**src/pkg/mac_regs.svh**
```systemverilog
`ifndef MAC_REGS_SVH
`define MAC_REGS_SVH
// Register byte offsets
`define OFS_TX_STATUS 12'h004
`define OFS_RX_CONFIG 12'h00C
`define OFS_COLL_COUNT 12'h010
`define OFS_RX_STATUS 12'h014
`define OFS_STATION_LO 12'h018
`define OFS_STATION_HI 12'h01C
`define OFS_MCAST_LO 12'h020
`define OFS_MCAST_HI 12'h024
`define OFS_TX_CTRL 12'h028
// Transmit status bit positions
`define TS_OK 0
`define TS_COL 2
`define TS_ABORT 3
`define TS_CRS 4
`define TS_UNDER 5
`define TS_HB 6
`define TS_LATE 7
// Receive configuration and status bit positions
`define RC_SEP 0
`define RC_AR 1
`define RC_AB 2
`define RC_AM 3
`define RC_PRO 4
`define RC_MON 5
`define RS_DIS 6
// Reset values
`define RX_CONFIG_RST 8'h00
// Attempt limit and frame sizes
`define MAX_ATTEMPTS 5'h10
`define MIN_FRAME 7'h40
`define MIN_RUNT 7'h08
// Timing in ns
`define HB_WINDOW_NS 6400
`define SLOT_NS 51200
`define CLK_NS 20
`endif

```
**src/pkg/mac_pkg.sv**
```systemverilog
package mac_pkg;
  typedef enum logic [1:0] {
    TX_IDLE = 2'b00,
    TX_SEND = 2'b01,
    TX_HBEAT = 2'b11
  } tx_state_t;
endpackage : mac_pkg

```
**src/pkg/rx_filter_if.sv**
```systemverilog
interface rx_filter_if;
  logic [47:0] dest;
  logic [47:0] station;
  logic [63:0] mcast_hash;
  logic [5:0] hash_idx;
  logic [7:0] cfg;
  logic crc_err;
  logic align_err;
  logic [6:0] len;
  logic len_ge_min;
  logic accept;
  logic recognized;
  modport top (output dest, station, mcast_hash, hash_idx, cfg, crc_err, align_err, len, len_ge_min,
    input accept, recognized);
  modport filt (input dest, station, mcast_hash, hash_idx, cfg, crc_err, align_err, len, len_ge_min,
    output accept, recognized);
endinterface : rx_filter_if

```
**src/core/rx_filter.sv**
```systemverilog
`include "mac_regs.svh"
module rx_filter (
  rx_filter_if.filt f
);
  logic is_mcast;
  logic is_bcast;
  logic addr_ok;
  logic err_ok;
  logic len_ok;
  always_comb begin
    is_bcast = &f.dest;
    is_mcast = f.dest[0] & ~is_bcast;
    addr_ok = 1'b0;
    if (is_bcast) begin
      addr_ok = f.cfg[`RC_AB];
    end else if (is_mcast) begin
      addr_ok = f.cfg[`RC_AM] & f.mcast_hash[f.hash_idx];
    end else begin
      addr_ok = f.cfg[`RC_PRO] | (f.dest == f.station);
    end
    err_ok = f.cfg[`RC_SEP] | ~(f.crc_err | f.align_err);
    len_ok = f.len_ge_min | (f.cfg[`RC_AR] & (f.len >= `MIN_RUNT));
  end
  assign f.recognized = addr_ok & err_ok & len_ok;
  assign f.accept = f.recognized & ~f.cfg[`RC_MON];
endmodule : rx_filter

```
**src/core/mac_tx_status_rx_filter.sv**
```systemverilog
// Notes on behaviour
// - New transmission clears all transmit flags.
// - Flags set only by events during transmit.
// - OK flag only without abort/underrun.
// - Collided flag; collisions counted separately.
// - Abort and flag at sixteen attempts.
// - Carrier loss flagged, transmission continues.
// - Underrun flags and aborts packet.
// - Heartbeat missing in window flags failure.
// - Late collision flagged, retried normally.
// - Status undefined before first transmission.
// - Errored packets accepted only when enabled.
// - Runts of 8+ bytes accepted when enabled.
// - Broadcast accepted only when enabled.
// - Multicast accepted when hash bit set.
// - Promiscuous or exact station match.
// - Monitor checks, counts, never buffers.
// - Acceptance enables do not combine: each address type checks its own; PRO covers only physical addresses.
// - Disabled flag follows monitor operation.
//
// Implementation choice: the APB slave port.
`include "mac_regs.svh"
module mac_tx_status_rx_filter #(
  parameter int HB_CYCLES = (`HB_WINDOW_NS) / (`CLK_NS),
  parameter int SLOT_CYCLES = (`SLOT_NS) / (`CLK_NS)
) (
  input wire logic core_clk,
  input wire logic rst_n,
  input wire logic psel,
  input wire logic penable,
  input wire logic pwrite,
  input wire logic [11:0] paddr,
  input wire logic [31:0] pwdata,
  output logic [31:0] prdata,
  output logic pready,
  output logic pslverr,
  input wire logic tx_collision,
  input wire logic tx_carrier,
  input wire logic tx_fifo_empty,
  input wire logic tx_bus_granted,
  input wire logic tx_done,
  output logic tx_active,
  output logic tx_abort,
  output logic tx_retry,
  input wire logic rx_frame_end,
  input wire logic [47:0] rx_dest,
  input wire logic [5:0] rx_hash_idx,
  input wire logic rx_crc_err,
  input wire logic rx_align_err,
  input wire logic [10:0] rx_len,
  output logic rx_buffer,
  output logic rx_missed
);
  // ----------------------------------------
  // Pin synchronisers
  // ----------------------------------------
  logic [3:0] pin_s1_reg;
  logic [3:0] pin_s2_reg;
  always_ff @(posedge core_clk or negedge rst_n) begin
    if (!rst_n) begin
      pin_s1_reg <= 4'h0;
      pin_s2_reg <= 4'h0;
    end else begin
      pin_s1_reg <= {tx_collision, tx_carrier, tx_done, rx_frame_end};
      pin_s2_reg <= pin_s1_reg;
    end
  end
  logic coll_s;
  logic carrier_s;
  logic done_s;
  logic rxend_s;
  assign {coll_s, carrier_s, done_s, rxend_s} = pin_s2_reg;
  logic coll_d_reg;
  logic rxend_d_reg;
  always_ff @(posedge core_clk or negedge rst_n) begin
    if (!rst_n) begin
      coll_d_reg <= 1'b0;
      rxend_d_reg <= 1'b0;
    end else begin
      coll_d_reg <= coll_s;
      rxend_d_reg <= rxend_s;
    end
  end
  logic coll_rise;
  logic rxend_rise;
  // Edge flops reset to the idle pin level so no false edge follows reset
  assign coll_rise = coll_s & ~coll_d_reg;
  assign rxend_rise = rxend_s & ~rxend_d_reg;

  // ----------------------------------------
  // APB decode
  // ----------------------------------------
  function automatic logic hit(input logic [11:0] a, input logic [11:0] ofs);
    hit = (a == ofs);
  endfunction : hit
  logic wr_en;
  logic rd_en;
  assign wr_en = psel & penable & pwrite;
  assign rd_en = psel & penable & ~pwrite;
  assign pready = 1'b1;
  logic mapped;
  assign mapped = hit(paddr, `OFS_TX_STATUS) | hit(paddr, `OFS_RX_CONFIG) | hit(paddr, `OFS_COLL_COUNT)
    | hit(paddr, `OFS_RX_STATUS) | hit(paddr, `OFS_STATION_LO) | hit(paddr, `OFS_STATION_HI)
    | hit(paddr, `OFS_MCAST_LO) | hit(paddr, `OFS_MCAST_HI) | hit(paddr, `OFS_TX_CTRL);
  assign pslverr = psel & penable & ~mapped;

  // ----------------------------------------
  // Configuration registers
  // ----------------------------------------
  logic [7:0] rx_config_reg;
  logic [47:0] station_reg;
  logic [63:0] mcast_hash_reg;
  logic tx_start;
  assign tx_start = wr_en & hit(paddr, `OFS_TX_CTRL) & pwdata[0];
  always_ff @(posedge core_clk or negedge rst_n) begin
    if (!rst_n) begin
      rx_config_reg <= `RX_CONFIG_RST;
      station_reg <= 48'h0;
      mcast_hash_reg <= 64'h0;
    end else if (wr_en) begin
      if (hit(paddr, `OFS_RX_CONFIG)) begin
        rx_config_reg <= {2'b00, pwdata[5:0]};
      end
      if (hit(paddr, `OFS_STATION_LO)) begin
        station_reg[31:0] <= pwdata;
      end
      if (hit(paddr, `OFS_STATION_HI)) begin
        station_reg[47:32] <= pwdata[15:0];
      end
      if (hit(paddr, `OFS_MCAST_LO)) begin
        mcast_hash_reg[31:0] <= pwdata;
      end
      if (hit(paddr, `OFS_MCAST_HI)) begin
        mcast_hash_reg[63:32] <= pwdata;
      end
    end
  end

  // ----------------------------------------
  // Transmit sequencer
  // ----------------------------------------
  mac_pkg::tx_state_t tx_state_reg;
  logic [4:0] attempts_reg;
  logic [15:0] tx_timer_reg;
  logic [7:0] tx_status_reg;
  logic [4:0] collision_count_reg;
  logic abort_now;
  logic underrun_now;
  logic attempt_fail;

  // Underrun wins over an excessive collision in the same cycle
  assign underrun_now = tx_fifo_empty & ~tx_bus_granted;
  assign attempt_fail = coll_rise & (attempts_reg + 5'h01 >= `MAX_ATTEMPTS);
  assign abort_now = (tx_state_reg == mac_pkg::TX_SEND) & (underrun_now | attempt_fail);
  assign tx_active = (tx_state_reg == mac_pkg::TX_SEND);
  assign tx_abort = abort_now;
  assign tx_retry = (tx_state_reg == mac_pkg::TX_SEND) & coll_rise & ~attempt_fail & ~underrun_now;


  // Timer saturates so a very long frame cannot wrap into a false slot time
  always_ff @(posedge core_clk or negedge rst_n) begin
    if (!rst_n) begin
      tx_state_reg <= mac_pkg::TX_IDLE;
      attempts_reg <= 5'h00;
      tx_timer_reg <= 16'h0000;
    end else begin
      unique case (tx_state_reg)
        mac_pkg::TX_IDLE: begin
          if (tx_start) begin
            tx_state_reg <= mac_pkg::TX_SEND;
            attempts_reg <= 5'h00;
            tx_timer_reg <= 16'h0000;
          end
        end
        mac_pkg::TX_SEND: begin
          if (abort_now) begin
            tx_state_reg <= mac_pkg::TX_IDLE;
          end else if (coll_rise) begin
            attempts_reg <= attempts_reg + 5'h01;
            tx_timer_reg <= 16'h0000;
          end else if (done_s) begin
            tx_state_reg <= mac_pkg::TX_HBEAT;
            tx_timer_reg <= 16'h0000;
          end else if (tx_timer_reg != 16'hFFFF) begin
            tx_timer_reg <= tx_timer_reg + 16'h0001;
          end
        end
        mac_pkg::TX_HBEAT: begin
          if (coll_s || tx_timer_reg >= 16'(HB_CYCLES - 1)) begin
            tx_state_reg <= mac_pkg::TX_IDLE;
          end else begin
            tx_timer_reg <= tx_timer_reg + 16'h0001;
          end
        end
        default: begin
          tx_state_reg <= mac_pkg::TX_IDLE;
        end
      endcase
    end
  end


  // ----------------------------------------
  // Transmit status and collision count
  // ----------------------------------------
  // Set and clear never meet: clearing is done only in idle, setting only while busy

  // Status register is zero after reset although software must not rely on it
  // undefined before first transmit
  always_ff @(posedge core_clk or negedge rst_n) begin
    if (!rst_n) begin
      tx_status_reg <= 8'h00;
      collision_count_reg <= 5'h00;
    end else if (tx_state_reg == mac_pkg::TX_IDLE) begin
      if (tx_start) begin
        tx_status_reg <= 8'h00;
        collision_count_reg <= 5'h00;
      end
    end else if (tx_state_reg == mac_pkg::TX_SEND) begin
      if (coll_rise) begin
        tx_status_reg[`TS_COL] <= 1'b1;
        collision_count_reg <= collision_count_reg + 5'h01;
        if (tx_timer_reg >= 16'(SLOT_CYCLES)) begin
          tx_status_reg[`TS_LATE] <= 1'b1;
        end
      end
      if (!carrier_s) begin
        tx_status_reg[`TS_CRS] <= 1'b1;
      end
      if (underrun_now) begin
        tx_status_reg[`TS_UNDER] <= 1'b1;
      end
      if (attempt_fail && !underrun_now) begin
        tx_status_reg[`TS_ABORT] <= 1'b1;
      end
      if (done_s && !abort_now && !coll_rise) begin
        tx_status_reg[`TS_OK] <= 1'b1;
      end
    end else begin
      if (!coll_s && tx_timer_reg >= 16'(HB_CYCLES - 1)) begin
        tx_status_reg[`TS_HB] <= 1'b1;
      end
    end
  end

  // ----------------------------------------
  // Receive filter
  // ----------------------------------------
  rx_filter_if fif ();
  assign fif.dest = rx_dest;
  assign fif.station = station_reg;
  assign fif.mcast_hash = mcast_hash_reg;
  assign fif.hash_idx = rx_hash_idx;
  assign fif.cfg = rx_config_reg;
  assign fif.crc_err = rx_crc_err;
  assign fif.align_err = rx_align_err;
  assign fif.len = (rx_len >= 11'(`MIN_FRAME)) ? `MIN_FRAME : rx_len[6:0];
  assign fif.len_ge_min = rx_len >= 11'(`MIN_FRAME);
  rx_filter u_filter (
    .f(fif.filt)
  );


  // ----------------------------------------
  // Receive verdict
  // ----------------------------------------
  // Verdicts are one-cycle pulses so a downstream counter sees each frame once

  logic rx_disabled_flag;
  always_ff @(posedge core_clk or negedge rst_n) begin
    if (!rst_n) begin
      rx_buffer <= 1'b0;
      rx_missed <= 1'b0;
      rx_disabled_flag <= 1'b0;
    end else begin
      // Frame-end qualifies the verdict; inputs are assumed stable by then
      rx_buffer <= rxend_rise & fif.accept;
      rx_missed <= rxend_rise & fif.recognized & rx_config_reg[`RC_MON];
      rx_disabled_flag <= rx_config_reg[`RC_MON];
    end
  end


  // ----------------------------------------
  // Read mux
  // ----------------------------------------
  // Data is captured in the setup cycle so the zero-wait access phase
  // can return it from a flop; write-only and unmapped offsets read zero

  always_ff @(posedge core_clk or negedge rst_n) begin
    if (!rst_n) begin
      prdata <= 32'h0000_0000;
    end else if (psel && !penable && !pwrite) begin
      prdata <= 32'h0000_0000;
      if (hit(paddr, `OFS_TX_STATUS)) begin
        prdata <= {24'h000000, tx_status_reg};
      end
      if (hit(paddr, `OFS_COLL_COUNT)) begin
        prdata <= {27'h0000000, collision_count_reg};
      end
      if (hit(paddr, `OFS_RX_STATUS)) begin
        prdata <= {25'h0000000, rx_disabled_flag, 6'h00};
      end
      if (hit(paddr, `OFS_STATION_LO)) begin
        prdata <= station_reg[31:0];
      end
      if (hit(paddr, `OFS_STATION_HI)) begin
        prdata <= {16'h0000, station_reg[47:32]};
      end
      if (hit(paddr, `OFS_MCAST_LO)) begin
        prdata <= mcast_hash_reg[31:0];
      end
      if (hit(paddr, `OFS_MCAST_HI)) begin
        prdata <= mcast_hash_reg[63:32];
      end
      if (hit(paddr, `OFS_TX_CTRL)) begin
        prdata <= {31'h00000000, tx_active};
      end
    end
  end

  // Read strobe kept for symmetry with the write path; the capture above
  // already happens in the setup cycle
  logic unused_rd;
  assign unused_rd = rd_en;

endmodule : mac_tx_status_rx_filter

```
**config.mk**
```make
export PLATFORM = sky130hd
export DESIGN_NAME = mac_tx_status_rx_filter
export DESIGN_NICKNAME = d
export VERILOG_FILES = /design/src/pkg/mac_pkg.sv /design/src/pkg/rx_filter_if.sv /design/src/core/rx_filter.sv /design/src/core/mac_tx_status_rx_filter.sv
export VERILOG_INCLUDE_DIRS = /design/src /design/src/pkg
export SDC_FILE = /design/constraint.sdc
export NUM_CORES = 1
export LEC_CHECK = 0
export BUFFER_PORTS_ARGS = -buffer_cell sky130_fd_sc_hd__buf_2
export CORE_ASPECT_RATIO = 1.2
export CORE_MARGIN = 2
export CORE_UTILIZATION = 45
export DETAILED_ROUTE_END_ITERATION = 10
export PLACE_DENSITY = 0.69
export SETUP_SLACK_MARGIN = 0.5
export SYNTH_ARGS = -nofsm -noshare
export SYNTH_HDL_FRONTEND = slang
export SYNTH_HIERARCHICAL = 1
export SYNTH_SLANG_ARGS = --single-unit
```
**constraint.sdc**
```tcl
create_clock -name core_clk -period 2.6 [get_ports core_clk]
set_input_delay 0.39 -clock core_clk [delete_from_list [all_inputs] [get_ports core_clk]]
set_output_delay 0.39 -clock core_clk [all_outputs]
set_load 0.005 [all_outputs]
```
### Yosys cells after proc, flatten, opt, wreduce, memory -nomap -nowiden

Cells that the tools add are included.

| storage, ports and cells | value |
|---|---|
| bits in registers | 198 |
| bits of input ports | 122 |
| output and inout bits | 39 |
| logic and storage cells | 186 |

| operators by class | value |
|---|---|
| $add $sub $neg | 3 |
| magnitude comparators | 6 |
| eq/ne operators | 23 |
| multiplexer cells | 48 |
| bitwise logic cells | 44 |
| reduce and logical (&&, ||, !) cells | 38 |

Operator list:

| cell | number |
|---|---|
| 2-to-1 mux 32 bit | 7 |
| 2-to-1 mux 16 bit | 6 |
| == test 12 x 5 -> 1 bit (second input constant) | 4 |
| == test 48 bit | 1 |
| case mux 16 bit (3 select lines) | 1 |
| AND reduction 48 bit | 1 |
| == test 12 x 6 -> 1 bit (second input constant) | 3 |
| 2-to-1 mux 5 bit | 6 |
| AND 1 bit | 22 |
| AND reduction 3 bit | 6 |
| adder 16 x 1 -> 16 bit (second input constant) | 1 |
| >= comparator 16 x 12 -> 1 bit (second input constant) | 1 |
| >= comparator 16 x 9 -> 1 bit (second input constant) | 1 |
| 2-to-1 mux 8 bit | 2 |
| inequality test 16 bit (second input constant) | 1 |
| 2-to-1 mux 1 bit | 15 |
| nonzero test 2 bit | 7 |
| bitwise OR 1 bit | 13 |
| == test 12 x 3 -> 1 bit (second input constant) | 1 |
| == test 12 x 4 -> 1 bit (second input constant) | 1 |
| AND reduction 4 bit | 3 |
| >= comparator 11 x 7 -> 1 bit (second input constant) | 1 |
| adder 5 x 1 -> 5 bit (second input constant) | 2 |
| 2-to-1 mux 2 bit | 5 |
| other kinds (24) | 51 |

### Logic depth before layout (Yosys ltp)

| logic depth | value |
|---|---|
| depth after elaboration | 11 |
| gate-level depth with buffers | 9 |
| gate-level depth less buffers | 9 |

### Modules after synthesis

Netlist, hierarchy kept.

By module, submodules not included:

| module | instances | cells an instance | area each (µm²) | sequential area each (µm²) |
|---|---|---|---|---|
| mac_tx_status_rx_filter | 1 | 740 | 8807.2 | 4954.8 |
| rx_filter | 1 | 150 | 1310.0 | 0.0 |

### Worst setup path before layout

No wires, ideal clock.

| path | value |
|---|---|
| path kind | in2reg |
| from | in rx_len[6] |
| to | reg rx_missed |
| library setup time | 121 ps |
| arrival time | 2115 ps |
| required time | 2479 ps |
| slack | 364 ps |
| stages on the path | 9 |
| buffers on the path | 0 |
| path through | or4_1 > nor2_1 > inv_1 > or4_1 > a21oi_1 > nor2_1 > o211ai_1 > nor2b_1 > and4b_1 |

| between the ends | value |
|---|---|
| cells in the longest elaborated chain, start to end | 8 |

RTL lines:

| element | RTL line | RTL |
|---|---|---|
| start: declaration | mac_tx_status_rx_filter.sv:50 | `input wire logic [10:0] rx_len,` |
| >= comparator 11 x 7 -> 1 bit | mac_tx_status_rx_filter.sv:257 | `` assign fif.len = (rx_len >= 11'(`MIN_FRAME)) ? `MIN_FRAME : rx_len[6:0]; `` |
| 2-to-1 mux 7 bit (*) | mac_tx_status_rx_filter.sv:257 |  |
| net fif.len[6] | rx_filter_if.sv:9 | `logic [6:0] len;` |
| >= comparator 7 x 4 -> 1 bit (no source line) (*) | - |  |
| AND 1 bit (*) | rx_filter.sv:22 | `` len_ok = f.len_ge_min \| (f.cfg[`RC_AR] & (f.len >= `MIN_RUNT)); `` |
| bitwise OR 1 bit (*) | rx_filter.sv:22 |  |
| AND 1 bit (*) | rx_filter.sv:24 | `assign f.recognized = addr_ok & err_ok & len_ok;` |
| net fif.recognized | rx_filter_if.sv:12 | `logic recognized;` |
| AND 1 bit (*) (2 in series) | mac_tx_status_rx_filter.sv:278 | `` rx_missed <= rxend_rise & fif.recognized & rx_config_reg[`RC_MON]; `` |
| end signal: assignment | mac_tx_status_rx_filter.sv:278 |  |
| end: declaration | mac_tx_status_rx_filter.sv:52 | `output logic rx_missed` |

The timed path passes the listed nets; every way through them passes the cells marked *.
A chain may end at the register's enable or synchronous reset.

### Worst setup path after layout

| path | value |
|---|---|
| from | reg mcast_hash_reg[34], in the netlist fif.mcast_hash[34] |
| to | reg rx_missed |

| between the ends | value |
|---|---|
| cells in the longest elaborated chain, start to end | 9 |

RTL lines:

| element | RTL line | RTL |
|---|---|---|
| start: declaration | mac_tx_status_rx_filter.sv:112 | `logic [63:0] mcast_hash_reg;` |
| start signal: assignment | mac_tx_status_rx_filter.sv:134 | `mcast_hash_reg[63:32] <= pwdata;` |
| binary-select mux 1 bit (select 6 bit) | rx_filter.sv:17 | `` addr_ok = f.cfg[`RC_AM] & f.mcast_hash[f.hash_idx]; `` |
| 2-to-1 mux 1 bit (not written as such) | rx_filter.sv:17 |  |
| AND 1 bit | rx_filter.sv:17 |  |
| 2-to-1 mux 1 bit | rx_filter.sv:16 | `end else if (is_mcast) begin` |
| 2-to-1 mux 1 bit | rx_filter.sv:14 | `if (is_bcast) begin` |
| AND 1 bit (2 in series) | rx_filter.sv:24 |  |
| net fif.recognized | rx_filter_if.sv:12 |  |
| AND 1 bit (2 in series) | mac_tx_status_rx_filter.sv:278 |  |

The timed path passes the listed nets, and every way through them passes these cells. The select of a mux whose other input is x is not followed.

==> flow_summary_export.csv <==
group,metric,value,unit
layout,final_cell_area,12500,sq um
worst_setup_path,cp_max_fo,2,
worst_setup_path,rr_startpoint,"fif.mcast_hash[34]",
placement,placedInstanceArea,11400,sq um
cts,clock_sinks,198,
worst_setup_path,cp-end-kind,"flop",
global_routing,use_met2,0.431,
layout,syn2layout_area_growth,24.2,%
yosys,syn-cell-area,10100,sq um
floorplanning,start_util,0.454,
drt,drc,0,
worst_setup_path,crit_end,"rx_missed",
power_and_ir_drop,irDropWorstVdd,0.468,mV
outcome,status,"finished, final reports clean",
cts,clk-insertion-delay-late,450,ps
timing,slew-limit-headroom,0.550,
run,drv_cap,0,
floorplanning,fp.dieH,168,um
cts,cts_tree,"yes",
layout,drive_gt1_frac,0.338,
worst_setup_path,rr_endpoint,"rx_missed",
layout,layout.cells.non_filler,1372,
timing,setup_violations,0,
timing,finalHoldViolCount,0,
global_routing,use_met1,0.336,
timing,grt_setup_unrepaired,"true",
timing,drv_slew,0,
floorplanning,core_area,22200,sq um
cts,cts-buffers-inserted,17,
timing,post-route-period-util,0.941,
worst_hold_path,min_path_type,"in -> reg",
timing,fin_crit,2450,ps
worst_setup_path,worst-setup-path-type,"reg -> reg",
worst_setup_path,arrival,2770,ps
placement,gp_congestion,0.886,
worst_setup_path,r2r_cells,8,
cts,cts.reportedPaths.clkPinSlew,80,ps
floorplanning,rows,60,
global_routing,antenna_found_initial,1,
cts,h-tree-depth,4,
drt,vias,8423,
global_routing,grt_max_degree,59,
layout,final_net_count,1205,
yosys,synthCells,886,
drt,firstDrtPassIters,6,
timing,max_freq,0.409,GHz
global_routing,busiest_layer,"met2",
drt,viasPerCell,6.14,
floorplanning,die-width,141,um
placement,portBuffers,156,
power_and_ir_drop,total_power,0.00634,W
placement,dpl.hpwl,21800,um
cts,cts_root_buf,"clkbuf_16",
drt,ant_nets,0,
global_routing,grt_pass1_vias,8082,
floorplanning,dieArea,23700,sq um
power_and_ir_drop,p_per_area,506,nW/um^2
worst_setup_path,crit_required,2930,ps
global_routing,grtUsageTotal,0.257,
worst_setup_path,reg2reg_slack,150,ps
global_routing,globalRouteMet3Util,0.0418,
drt,drtIter0Drc,712,
drt,avgRoutedWirePerCell,22.6,um
yosys,synth.avg_cell_area,11.4,sq um
yosys,yosysWarningCount,6,
global_routing,grt.overflow.total,0,
yosys,syn-num-nets,1012,
layout,largest_register_ffs,64,
drt,wl,30900,um
cts,clk_path_buf_depth,2,
timing,finalClockSkew,12.4,ps
floorplanning,ios,161,
placement,placed_cells,1309,
worst_setup_path,startpoint,"fif.mcast_hash[34]",
global_routing,grt_pass1_wl,46800,um
power_and_ir_drop,p_leak,5.80,nW
worst_setup_path,start_kind,"flop",
timing,worst_slew_pin_slew,669,ps
==> cells in the final DEF (no fill, tap or decap), drive strengths merged, types with 4 or more instances in the layout <==
cell and count:
nor4 14, o31ai 12, nand2 60, mux2 124, o211ai 5, o22ai 4, nor4b 4, nand3 23
nor2 51, mux4 11, a221oi 4, or3 5, ha 4, clkbuf 20, a222oi 25, dfrtp 198
nand4 33, and3 7, a31oi 12, or4 11, xnor2 48, a21oi 22, inv 22, clkinv 5
buf 220, mux2i 9, o21ai 45, a22oi 4, and2 12, nand2b 5, nor2b 12, nor3 14
==> per-layer routing <==
metal  part of all wire  vias to the layer above
li1                   -                     3736
met1               0.40                     4220
met2               0.49                      397
met3              0.069                       68
met4              0.035                        2
met5            0.00026                        -
==> worst max-delay path, cell delays in order, from the launching register on <==
cell     delay (ps)
dfrtp_1         420
mux4_2          500
nor2_2          150
nor3_2           70
o41ai_2         390
buf_4           170
nand4_1         210
nor2b_2         230
and4b_1         180
==> power by group <==
group | switching (W) | internal, W | leakage [nW] | total, W
clock network | 0.00134 | 0.00139 | 0.295 | 0.00272
logic | 0.000291 | 0.000191 | 2.84 | 0.000482
registers | 0.0000224 | 0.00312 | 2.67 | 0.00314
==> worst min-delay path by stage <==
stage | from | end | slack (ps) | cells past startpoint
after floorplan | rst_n | attempts_reg[0] | 90 | 0
after global placement | pin_s1_reg[3] | pin_s2_reg[3] | 330 | 0
after detailed placement | pin_s1_reg[0] | pin_s2_reg[0] | 340 | 0
after CTS | tx_carrier | pin_s1_reg[2] | 40 | 1
after global routing | tx_carrier | pin_s1_reg[2] | 30 | 1
final | tx_carrier | pin_s1_reg[2] | 50 | 1
==> through the flow <==
stage	util	TNS, ps	hold WS [ps]	setup slack (ps)
5_1_grt	0.564	0	31.4	91.9
6_report	0.564	0	45.5	153
3_5_place_dp	0.512	-8.47	336	-8.47
2_1_floorplan	-	0	94.4	473
3_3_place_gp	0.512	0	333	6.60
4_1_cts	0.552	0	36.5	311
==> final cells by class <==
type | instances | area [sq um]
Antenna cell | 1 | 2.50
Sequential cell | 198 | 4960
Clock buffer | 17 | 425
Fill cell | 1878 | 9690
Tap cell | 279 | 349
Clock inverter | 15 | 178
Multi-Input combinational cell | 624 | 5130
Inverter | 14 | 55.1
Timing Repair Buffer | 224 | 1430
==> timing repair <==
action | CTS | global route
hold buffers | 1 | 0
setup buffers | 16 | 11
resized for setup | 36 | 35
cloned | 0 | 2
endpoints found under the hold margin | 55 | 0
endpoints found under the setup margin | 20 | 18
pin swaps | 16 | 15
No activity file was read; power rests on OpenSTA's default activity.
